## config.mk

```make
export PLATFORM = sky130hd
export DESIGN_NAME = scc_config
export DESIGN_NICKNAME = d
export VERILOG_FILES = /design/src/core/scc_pkg.sv /design/src/core/scc_config.sv
export SDC_FILE = /design/constraint.sdc
export NUM_CORES = 1
export LEC_CHECK = 0
export BUFFER_PORTS_ARGS = -buffer_cell sky130_fd_sc_hd__buf_4
export CORE_ASPECT_RATIO = 0.9
export CORE_MARGIN = 2
export CORE_UTILIZATION = 35
export CTS_BUF_LIST = sky130_fd_sc_hd__clkbuf_2
export DETAILED_ROUTE_END_ITERATION = 16
export SETUP_SLACK_MARGIN = 0.5
export SLEW_MARGIN = 20
export SYNTH_ARGS = -nofsm -noshare
export SYNTH_HDL_FRONTEND = slang
export SYNTH_SLANG_ARGS = --single-unit
```

## constraint.sdc

```tcl
create_clock -name clk -period 8.22 [get_ports clk]
set_input_delay 0.822 -clock clk [delete_from_list [all_inputs] [get_ports clk]]
set_output_delay 0.822 -clock clk [all_outputs]
set_load 0.05 [all_outputs]
```

## src/core/scc_pkg.sv

```systemverilog
package scc_pkg;
	// Register offsets (printed offsets 0x04, 0x05 are indices; byte address = 4*index)
	localparam logic [7:0] TIMING_IDX = 8'h04;
	localparam logic [7:0] AUX_IDX = 8'h05;
	localparam logic [11:0] TIMING_ADDR = 12'h010;
	localparam logic [11:0] AUX_ADDR = 12'h014;
	// Field positions
	localparam int FREQ_LSB = 4;
	localparam int FREQ_MSB = 7;
	localparam int SEL_LSB = 0;
	localparam int SEL_MSB = 2;
	localparam int PERMIT_BIT = 1;
	localparam int LONLY_BIT = 0;
	// Reset values
	localparam logic [3:0] FREQ_RST = 4'h0;
	localparam logic [2:0] SEL_RST = 3'h3;
	localparam logic PERMIT_RST = 1'b0;
	localparam logic LONLY_RST = 1'b0;
	// Sensor period counts per conversion
	localparam logic [12:0] PER_192 = 13'h00c0;
	localparam logic [12:0] PER_384 = 13'h0180;
	localparam logic [12:0] PER_768 = 13'h0300;
	localparam logic [12:0] PER_1536 = 13'h0600;
	localparam logic [12:0] PER_3072 = 13'h0c00;
	localparam logic [12:0] PER_6144 = 13'h1800;
	// Conversion length in sensor-derived ticks: periods divided by three
	localparam logic [1:0] DIV_BY = 2'h3;
	// Frequency code formula constants
	localparam logic [4:0] FREQ_BASE = 5'h10;
	localparam int CLK_HZ = 25000000;
	// Conversion sequencer states
	typedef enum logic [2:0] {
		SCC_IDLE = 3'b001,
		SCC_RES = 3'b010,
		SCC_IND = 3'b100
	} scc_state_t;
endpackage

```

## src/core/scc_config.sv

```systemverilog
`timescale 1ns/1ps
// Contract
// RULE_01 - Minimum frequency code at bits 7:4, reset zero, code = 16 - 8MHz/fmin.
// RULE_02 - Software picks minimum frequency code with margin for temperature and tolerance.
// RULE_03 - Software writes zeros to reserved bits of both registers.
// RULE_04 - Period select at bits 2:0, reset b011 = 384; table of counts.
// RULE_05 - Software never writes period select codes b000 or b001.
// RULE_06 - Period select affects resistance and standard inductance only, never fine path.
// RULE_07 - Conversion lasts selected periods divided by three times sensor frequency.
// RULE_08 - Code b100 selects 768 periods.
// RULE_09 - Power-off permit at bit 1, reset zero; zero blocks power-off request.
// RULE_10 - Inductance-only drive skips resistance conversion; resistance results invalid.
// RULE_11 - Software sets ready-report select whenever inductance-only drive is set.
// RULE_12 - With inductance-only drive clear, resistance and inductance conversions both run.
module scc_config (
	// Clock, reset, enable
	input wire logic clk,
	input wire logic rst_n,
	input wire logic clk_en,
	// APB slave
	input wire logic psel,
	input wire logic penable,
	input wire logic pwrite,
	input wire logic [11:0] paddr,
	input wire logic [31:0] pwdata,
	input wire logic [3:0] pstrb,
	output logic [31:0] prdata,
	output logic pready,
	output logic pslverr,
	// Sensor timing and power control
	input wire logic sensor_tick,
	input wire logic fine_tick,
	input wire logic power_off_request,
	output logic power_off,
	output logic [3:0] lowest_sensor_freq_code,
	// Conversion results status
	output logic res_done,
	output logic res_valid,
	output logic ind_done,
	output logic fine_done
);

	logic [3:0] freq_code;
	logic [2:0] sel;
	logic permit;
	logic lonly;
	logic [12:0] tick_cnt;
	logic [12:0] fine_cnt;
	scc_pkg::scc_state_t state;
	scc_pkg::scc_state_t next_state;

	// Bus decode
	wire access = psel & penable & clk_en;
	wire hit_timing = paddr == scc_pkg::TIMING_ADDR;
	wire hit_aux = paddr == scc_pkg::AUX_ADDR;
	wire mapped = hit_timing | hit_aux;
	wire wr_timing = access & pwrite & hit_timing & pstrb[0];
	wire wr_aux = access & pwrite & hit_aux & pstrb[0];
	wire [31:0] rd_mux = hit_timing ? {24'h000000, freq_code, 1'b0, sel} :
		hit_aux ? {30'h00000000, permit, lonly} : 32'h00000000;

	// Period count selection, b100 taken as 768
	logic [12:0] periods;
	always_comb begin
		unique case (sel)
			3'h2: periods = scc_pkg::PER_192; // RULE_04
			3'h3: periods = scc_pkg::PER_384; // RULE_04
			3'h4: periods = scc_pkg::PER_768; // RULE_08
			3'h5: periods = scc_pkg::PER_1536; // RULE_04
			3'h6: periods = scc_pkg::PER_3072; // RULE_04
			3'h7: periods = scc_pkg::PER_6144; // RULE_04
			default: periods = scc_pkg::PER_384; // Reserved codes fall back
		endcase
	end

	// Conversion spans periods / 3 sensor periods, one count per sensor_tick
	wire [12:0] conv_len = periods / 13'(scc_pkg::DIV_BY); // RULE_07
	wire conv_end = sensor_tick & (tick_cnt == conv_len - 13'h0001);

	// Register writes
	always_ff @(posedge clk or negedge rst_n) begin
		if (!rst_n) begin
			freq_code <= scc_pkg::FREQ_RST; // RULE_01
			sel <= scc_pkg::SEL_RST; // RULE_04
			permit <= scc_pkg::PERMIT_RST; // RULE_09
			lonly <= scc_pkg::LONLY_RST; // RULE_12
		end else if (wr_timing) begin
			freq_code <= pwdata[scc_pkg::FREQ_MSB:scc_pkg::FREQ_LSB]; // RULE_01
			sel <= pwdata[scc_pkg::SEL_MSB:scc_pkg::SEL_LSB];
		end else if (wr_aux) begin
			permit <= pwdata[scc_pkg::PERMIT_BIT];
			lonly <= pwdata[scc_pkg::LONLY_BIT];
		end
	end

	// APB answer, zero wait states
	always_ff @(posedge clk or negedge rst_n) begin
		if (!rst_n) begin
			prdata <= 32'h00000000;
			pready <= 1'b0;
			pslverr <= 1'b0;
		end else if (clk_en) begin
			pready <= psel & ~penable;
			pslverr <= psel & ~penable & ~mapped;
			prdata <= (psel & ~penable & ~pwrite) ? rd_mux : 32'h00000000;
		end
	end

	// Sequencer next state
	always_comb begin
		next_state = state;
		unique case (state)
			scc_pkg::SCC_IDLE: next_state = lonly ? scc_pkg::SCC_IND : scc_pkg::SCC_RES; // RULE_10
			scc_pkg::SCC_RES: next_state = conv_end ? scc_pkg::SCC_IND : scc_pkg::SCC_RES; // RULE_12
			scc_pkg::SCC_IND: next_state = conv_end ? scc_pkg::SCC_IDLE : scc_pkg::SCC_IND;
		endcase
	end

	// Sequencer and tick counters
	always_ff @(posedge clk or negedge rst_n) begin
		if (!rst_n) begin
			state <= scc_pkg::SCC_IDLE;
			tick_cnt <= 13'h0000;
		end else if (clk_en) begin
			state <= next_state;
			if (state == scc_pkg::SCC_IDLE || conv_end) begin
				tick_cnt <= 13'h0000;
			end else if (sensor_tick) begin
				tick_cnt <= tick_cnt + 13'h0001; // RULE_07
			end
		end
	end

	// Fine path runs on its own fixed count, independent of period select
	always_ff @(posedge clk or negedge rst_n) begin
		if (!rst_n) begin
			fine_cnt <= 13'h0000;
			fine_done <= 1'b0;
		end else if (clk_en) begin
			fine_done <= fine_tick & (fine_cnt == scc_pkg::PER_6144 - 13'h0001); // RULE_06
			if (fine_tick) begin
				fine_cnt <= (fine_cnt == scc_pkg::PER_6144 - 13'h0001) ? 13'h0000 :
					fine_cnt + 13'h0001;
			end
		end
	end

	// Result strobes, power control and code output
	always_ff @(posedge clk or negedge rst_n) begin
		if (!rst_n) begin
			res_done <= 1'b0;
			res_valid <= 1'b0;
			ind_done <= 1'b0;
			power_off <= 1'b0;
			lowest_sensor_freq_code <= scc_pkg::FREQ_RST;
		end else if (clk_en) begin
			res_done <= conv_end & (state == scc_pkg::SCC_RES); // RULE_06
			ind_done <= conv_end & (state == scc_pkg::SCC_IND);
			if (conv_end & (state == scc_pkg::SCC_RES)) begin
				res_valid <= 1'b1;
			end else if (lonly) begin
				res_valid <= 1'b0; // RULE_10
			end
			power_off <= permit & power_off_request; // RULE_09
			lowest_sensor_freq_code <= freq_code;
		end
	end

	// Assertions
	property p_permit_gate;
		@(posedge clk) disable iff (!rst_n)
		clk_en & ~permit |=> ~power_off;
	endproperty
	a_permit_gate: assert property (p_permit_gate) else $error("power off without permit"); // RULE_09

	property p_lonly_invalid;
		@(posedge clk) disable iff (!rst_n)
		clk_en & lonly & (state != scc_pkg::SCC_RES) |=> ~res_valid & ~res_done;
	endproperty
	a_lonly_invalid: assert property (p_lonly_invalid) else $error("resistance valid in L-only"); // RULE_10

	property p_sel_reset;
		@(posedge clk) $rose(rst_n) |-> sel == 3'h3 && freq_code == 4'h0 && !permit && !lonly;
	endproperty
	a_sel_reset: assert property (p_sel_reset) else $error("bad reset value"); // RULE_04

	property p_b100;
		@(posedge clk) disable iff (!rst_n)
		sel == 3'h4 |-> periods == 13'h0300;
	endproperty
	a_b100: assert property (p_b100) else $error("code b100 not 768"); // RULE_08

	property p_len;
		@(posedge clk) disable iff (!rst_n)
		1'b1 |-> conv_len * 13'h0003 == periods;
	endproperty
	a_len: assert property (p_len) else $error("length not periods over three"); // RULE_07

	property p_both;
		@(posedge clk) disable iff (!rst_n)
		clk_en & ~lonly & (state == scc_pkg::SCC_IDLE) |=> state == scc_pkg::SCC_RES;
	endproperty
	a_both: assert property (p_both) else $error("resistance skipped"); // RULE_12

	property p_code_out;
		@(posedge clk) disable iff (!rst_n)
		clk_en & wr_timing ##1 clk_en |=> lowest_sensor_freq_code == $past(pwdata[7:4], 2);
	endproperty
	a_code_out: assert property (p_code_out) else $error("freq code not stored"); // RULE_01

	property p_fine;
		@(posedge clk) disable iff (!rst_n)
		fine_done |-> $past(fine_cnt) == 13'h17ff;
	endproperty
	a_fine: assert property (p_fine) else $error("fine timing moved"); // RULE_06

	// Bus answer shape: one-cycle ready, error only on unmapped words
	property p_pready_pulse;
		@(posedge clk) disable iff (!rst_n)
		clk_en & pready & penable |=> ~pready;
	endproperty
	a_pready_pulse: assert property (p_pready_pulse) else $error("ready held too long");

	property p_err_unmapped;
		@(posedge clk) disable iff (!rst_n)
		clk_en & psel & ~penable & ~mapped |=> pready & pslverr;
	endproperty
	a_err_unmapped: assert property (p_err_unmapped) else $error("no error on unmapped");

	property p_err_mapped;
		@(posedge clk) disable iff (!rst_n)
		clk_en & psel & ~penable & mapped |=> pready & ~pslverr;
	endproperty
	a_err_mapped: assert property (p_err_mapped) else $error("error on mapped word");

	// Reserved bits always read back as zero
	property p_rd_timing;
		@(posedge clk) disable iff (!rst_n)
		clk_en & psel & ~penable & ~pwrite & hit_timing |=>
			prdata[3] == 1'b0 && prdata[31:8] == 24'h000000;
	endproperty
	a_rd_timing: assert property (p_rd_timing) else $error("timing reserved bits set");

	property p_rd_aux;
		@(posedge clk) disable iff (!rst_n)
		clk_en & psel & ~penable & ~pwrite & hit_aux |=> prdata[31:2] == 30'h00000000;
	endproperty
	a_rd_aux: assert property (p_rd_aux) else $error("aux reserved bits set");

	// Register writes land and masked writes do not
	property p_wr_strb;
		@(posedge clk) disable iff (!rst_n)
		access & pwrite & hit_timing & ~pstrb[0] |=> $stable(sel) && $stable(freq_code);
	endproperty
	a_wr_strb: assert property (p_wr_strb) else $error("masked write changed field");

	property p_wr_timing;
		@(posedge clk) disable iff (!rst_n)
		wr_timing |=> sel == $past(pwdata[2:0]) && freq_code == $past(pwdata[7:4]);
	endproperty
	a_wr_timing: assert property (p_wr_timing) else $error("timing write lost"); // RULE_04

	property p_wr_aux;
		@(posedge clk) disable iff (!rst_n)
		wr_aux |=> permit == $past(pwdata[1]) && lonly == $past(pwdata[0]);
	endproperty
	a_wr_aux: assert property (p_wr_aux) else $error("aux write lost"); // RULE_09

	// Power-off follows the request once permitted
	property p_permit_on;
		@(posedge clk) disable iff (!rst_n)
		clk_en & permit & power_off_request |=> power_off;
	endproperty
	a_permit_on: assert property (p_permit_on) else $error("permitted request ignored"); // RULE_09

	// Sequencer order and conversion lengths
	property p_lonly_skip;
		@(posedge clk) disable iff (!rst_n)
		clk_en & lonly & (state == scc_pkg::SCC_IDLE) |=> state == scc_pkg::SCC_IND;
	endproperty
	a_lonly_skip: assert property (p_lonly_skip) else $error("resistance not skipped"); // RULE_10

	property p_idle_brief;
		@(posedge clk) disable iff (!rst_n)
		clk_en & (state == scc_pkg::SCC_IDLE) |=> state != scc_pkg::SCC_IDLE;
	endproperty
	a_idle_brief: assert property (p_idle_brief) else $error("sequencer stuck idle");

	property p_res_len;
		@(posedge clk) disable iff (!rst_n)
		res_done & $past(clk_en) |-> $past(tick_cnt) == $past(conv_len) - 13'h0001;
	endproperty
	a_res_len: assert property (p_res_len) else $error("resistance length wrong"); // RULE_07

	property p_ind_len;
		@(posedge clk) disable iff (!rst_n)
		ind_done & $past(clk_en) |-> $past(tick_cnt) == $past(conv_len) - 13'h0001;
	endproperty
	a_ind_len: assert property (p_ind_len) else $error("inductance length wrong"); // RULE_07

	// Output copy of the code and fine strobe shape
	property p_code_copy;
		@(posedge clk) disable iff (!rst_n)
		clk_en |=> lowest_sensor_freq_code == $past(freq_code);
	endproperty
	a_code_copy: assert property (p_code_copy) else $error("code output stale"); // RULE_01

	property p_fine_pulse;
		@(posedge clk) disable iff (!rst_n)
		clk_en & fine_done |=> ~fine_done;
	endproperty
	a_fine_pulse: assert property (p_fine_pulse) else $error("fine strobe held"); // RULE_06

	c_res: cover property (@(posedge clk) res_done);
	c_ind: cover property (@(posedge clk) ind_done);
	c_off: cover property (@(posedge clk) power_off);
	c_fine: cover property (@(posedge clk) fine_done);
	c_lonly: cover property (@(posedge clk) ind_done & lonly);

endmodule // scc_config

```

==> qor.txt <==
CTS tree: yes
Reg2reg setup slack: 3.03 ns
Reg2Reg Depth: 16
Net Sw Power: 0.172 mW
Pwr dens: 146 mW/mm^2
Post-synth EDFFs: 0
Vias in the first global route: 2295
Nature of the critical path startpoint: register
Max Cap Viol: 0
Port Buf Inserts: 46
Final Cycle Share: 0.631
Status: finished, final reports clean
DIE AREA: 0.0100 sq mm
Share of layout cells above drive strength 1: 0.205
Gate power share: 0.183
Pins Over Slew Limit: 0
N_diodes: 0
Critical Path AT: 5.48 ns
Largest net degree at the start of global routing: 57
Sequential share of power: 0.619
Final hold viol count: 0
Clk sinks: 56
Vert. Die Dim: 95.1 um
Gr ovfl total: 0
Sequential fraction of the synthesis area: 0.435
Fmax: 193 MHz
Antenna violations before repair: 0
Die width: 105 um
Initial core utilization: 0.357
Crit end category: register
Core area: 0.00904 sq mm
Critical path class: register to register
Number of synthesized register bits: 56
Iter 0 DRT Violations: 145
Drt pass-1 iters: 4
Critical-path maximum fanout: 19
Total GRT Usage: 0.129
Area growth syn-to-layout: 12.1%
Hold_buf cts: 0
Hold Crit Class: input pin to asynchronous set/reset pin
Worst slew pin tran: 0.900 ns
Mapped Area: 0.00323 sq mm
Avg Inst Size Synth: 9.46 sq um
# nets final: 442
Final wirelength: 6150 um
Worst-case clock buffer depth: 2
Cells after Synth: 341
Finished Cell Area: 0.00362 sq mm
First-pass GRT wire length: 10600 um
DR WL/cell: 12.3 um
Routed vias: 2456
Asr flop ratio synth: 1.00
Final setup vio count: 0
Power Internal: 0.356 mW
Unique masters post-synth: 58
Post-Layout Cell Count: 502
Post-route minimum period: 5.19 ns
IO Pins: 100
Post-DRT Antenna Nets: 0
Setup repair bufs after CTS: 0
Maximum vdd ir drop: 0.0940 mV
Clock transition at the registers of the reported paths: 0.28 ns
R2R Path Start: sel[0]$_DFFE_PN1P_
DRC: 0
Root Buffer: clkbuf_2
Setup TNS: 0 ns
Leak: 1.72 nW
Switch share: 0.325
Post_cts resized: 0
Clk_lat worst skew: 0.42 ns
Relative slew slack: 0.400
H-Tree Depth: 2
Layout filler cell count: 902
Via/cell ratio: 4.89
Final Wtd Congestion: 0.738
WP data required: 8.52 ns
Worst hold margin: 0.397 ns
Worst setup path start: sel[0]$_DFFE_PN1P_
HPWL Detailed: 4470 um
Row count: 33
Yosys warns: 0
Ys flop type: dfrtp_1
Clock Power Share: 0.198
RSZ-0062 raised after global routing: no
Clock Skew: 0.0194 ns
Placed inst area: 0.00357 sq mm
CTS Buf Count: 5
Placed insts: 494
layout by cell type, fill, tap and decap left out, drive strengths merged, types with 2 or more instances in the layout:
| cell type | netlist | routed |
|---|---|---|
| or2 | 2 | 2 |
| a21o | 2 | 2 |
| nand4 | 8 | 8 |
| o21ai | 18 | 18 |
| a31oi | 2 | 2 |
| nor4 | 2 | 2 |
| dfrtp | 53 | 53 |
| clkinvlp | 0 | 2 |
| nor2 | 35 | 35 |
| inv | 16 | 16 |
| xor2 | 12 | 12 |
| ha | 6 | 6 |
| mux2 | 13 | 13 |
| conb | 1 | 25 |
| xnor2 | 15 | 15 |
| and2 | 2 | 2 |
| buf | 29 | 47 |
| a22o | 6 | 6 |
| mux2i | 2 | 2 |
| and3 | 6 | 6 |
| or3b | 3 | 3 |
| nor2b | 4 | 4 |
| clkbuf | 11 | 5 |
| nor4b | 3 | 3 |
| o21bai | 2 | 2 |
| dfstp | 3 | 3 |
| o21a | 2 | 2 |
| nand3 | 12 | 12 |
| nor3b | 4 | 4 |
| a311o | 3 | 3 |
| or3 | 2 | 2 |
| nand2 | 29 | 29 |
| nor3 | 7 | 7 |
| a21oi | 6 | 6 |
| o2bb2ai | 4 | 4 |
| a22oi | 2 | 2 |
worst max-delay path, cell delays in order, from the launching register on:
cell and delay (ns):
dfstp_2 0.76, nand2b_1 0.19, a21boi_0 0.20, ha_1 0.39, or3b_2 0.47, a21oi_1 0.15, a221o_1 0.18, inv_1 0.06
ha_1 0.20, a311o_1 0.31, nor2_1 0.32, nand3_2 0.20, a31oi_1 0.20, nand4_1 0.12, a311o_1 0.45, a21oi_1 0.76
nor2_1 0.11
path summary, 6_finish.rpt:
| path | to |
|---|---|
| max | tick_cnt[9]$_DFFE_PN0P_ |
| min | lowest_sensor_freq_code[0]$_DFFE_PN0P_ |
| max reg2reg | tick_cnt[9]$_DFFE_PN0P_ |
| min reg2reg | fine_cnt[10]$_DFFE_PN0P_ |
| max in group asynchronous | sel[2]$_DFFE_PN0P_ |
| min in group clk | fine_cnt[10]$_DFFE_PN0P_ |
routing by layer:
layer | GRT usage | vias to the layer above | part of all wire
met5 | 0 | - | 0
met4 | 0.0356 | 0 | 0.0078
met3 | 0.0212 | 5 | 0.029
met2 | 0.221 | 40 | 0.48
met1 | 0.171 | 1206 | 0.48
li1 | - | 1205 | -
sequential cells by signal (all words and copies together) (netlist names), 3 cells and up:
signal and flops:
sel 3, freq_code 4, prdata 7, state 3, tick_cnt 13, lowest_sensor_freq_code 4
fine_cnt 13
area by class of cell:
class / instances / area (sq um) / area share
Inverter: 16 / 60.1 / 0.0166
Clock buffer: 5 / 25.0 / 0.00692
Sequential cell: 56 / 1410 / 0.388
Multi-Input combinational cell: 253 / 1600 / 0.443
Clock inverter: 3 / 18.8 / 0.00519
Timing Repair Buffer: 47 / 353 / 0.0975
Tap cell: 122 / 153 / 0.0422
kinds of logic (layout without fill, tap and decap cells):
family          after synthesis  count (layout)  share of synthesized area
mux                          15              15                     0.0516
fa+ha+maj                     6               6                     0.0233
flops                        56              56                      0.435
xor+xnor                     27              27                     0.0733
compound gates               55              55                      0.119
other cells                   1              25                    0.00116
buf+inv                      56              71                     0.0958
simple gates                125             125                      0.200
cells in the mapped netlist (all sizes together), types with 2 or more instances:
library cell  instances  share of area
dfrtp                53           0.41
xnor2                15          0.041
buf                  29          0.064
xor2                 12          0.033
ha                    6          0.023
or3                   2         0.0039
nand2                29          0.034
mux2i                 2         0.0062
a31oi                 2         0.0039
o21a                  2         0.0047
nand3                12          0.020
a22oi                 2         0.0047
nand4                 8          0.016
o21bai                2         0.0047
and3                  6          0.012
or2                   2         0.0039
or3b                  3         0.0081
a311o                 3         0.0093
nor4                  2         0.0039
inv                  16          0.019
nor2b                 4         0.0078
and2                  2         0.0043
o21ai                18          0.029
a22o                  6          0.016
clkbuf               11          0.013
nor2                 35          0.041
nor4b                 3         0.0081
nor3                  7          0.011
o2bb2ai               4          0.011
a21o                  2         0.0047
nor3b                 4          0.011
a21oi                 6         0.0093
mux2                 13          0.045
dfstp                 3          0.024
stage by stage:
| step | utilization | total power [mW] | worst slack, ns |
|---|---|---|---|
| 3_5_place_dp | 0.395 | 0.429 | 2.99 |
| 5_1_grt | 0.400 | 0.560 | 2.55 |
| 6_report | 0.400 | 0.528 | 3.03 |
| 2_1_floorplan | - | 0.409 | 3.72 |
| 3_3_place_gp | 0.395 | 0.427 | 3.06 |
| 4_1_cts | 0.400 | 0.537 | 2.96 |
power by group through the flow:
stage / clock, mW / combinational [mW] / sequential [mW]
final: 0.104 / 0.0966 / 0.327
after global routing: 0.120 / 0.108 / 0.332
after CTS: 0.112 / 0.0979 / 0.327
after detailed placement: 0 / 0.0976 / 0.332
after global placement: 0 / 0.0963 / 0.331
after floorplan: 0 / 0.0815 / 0.327
Power figures use the tool's default switching activity.
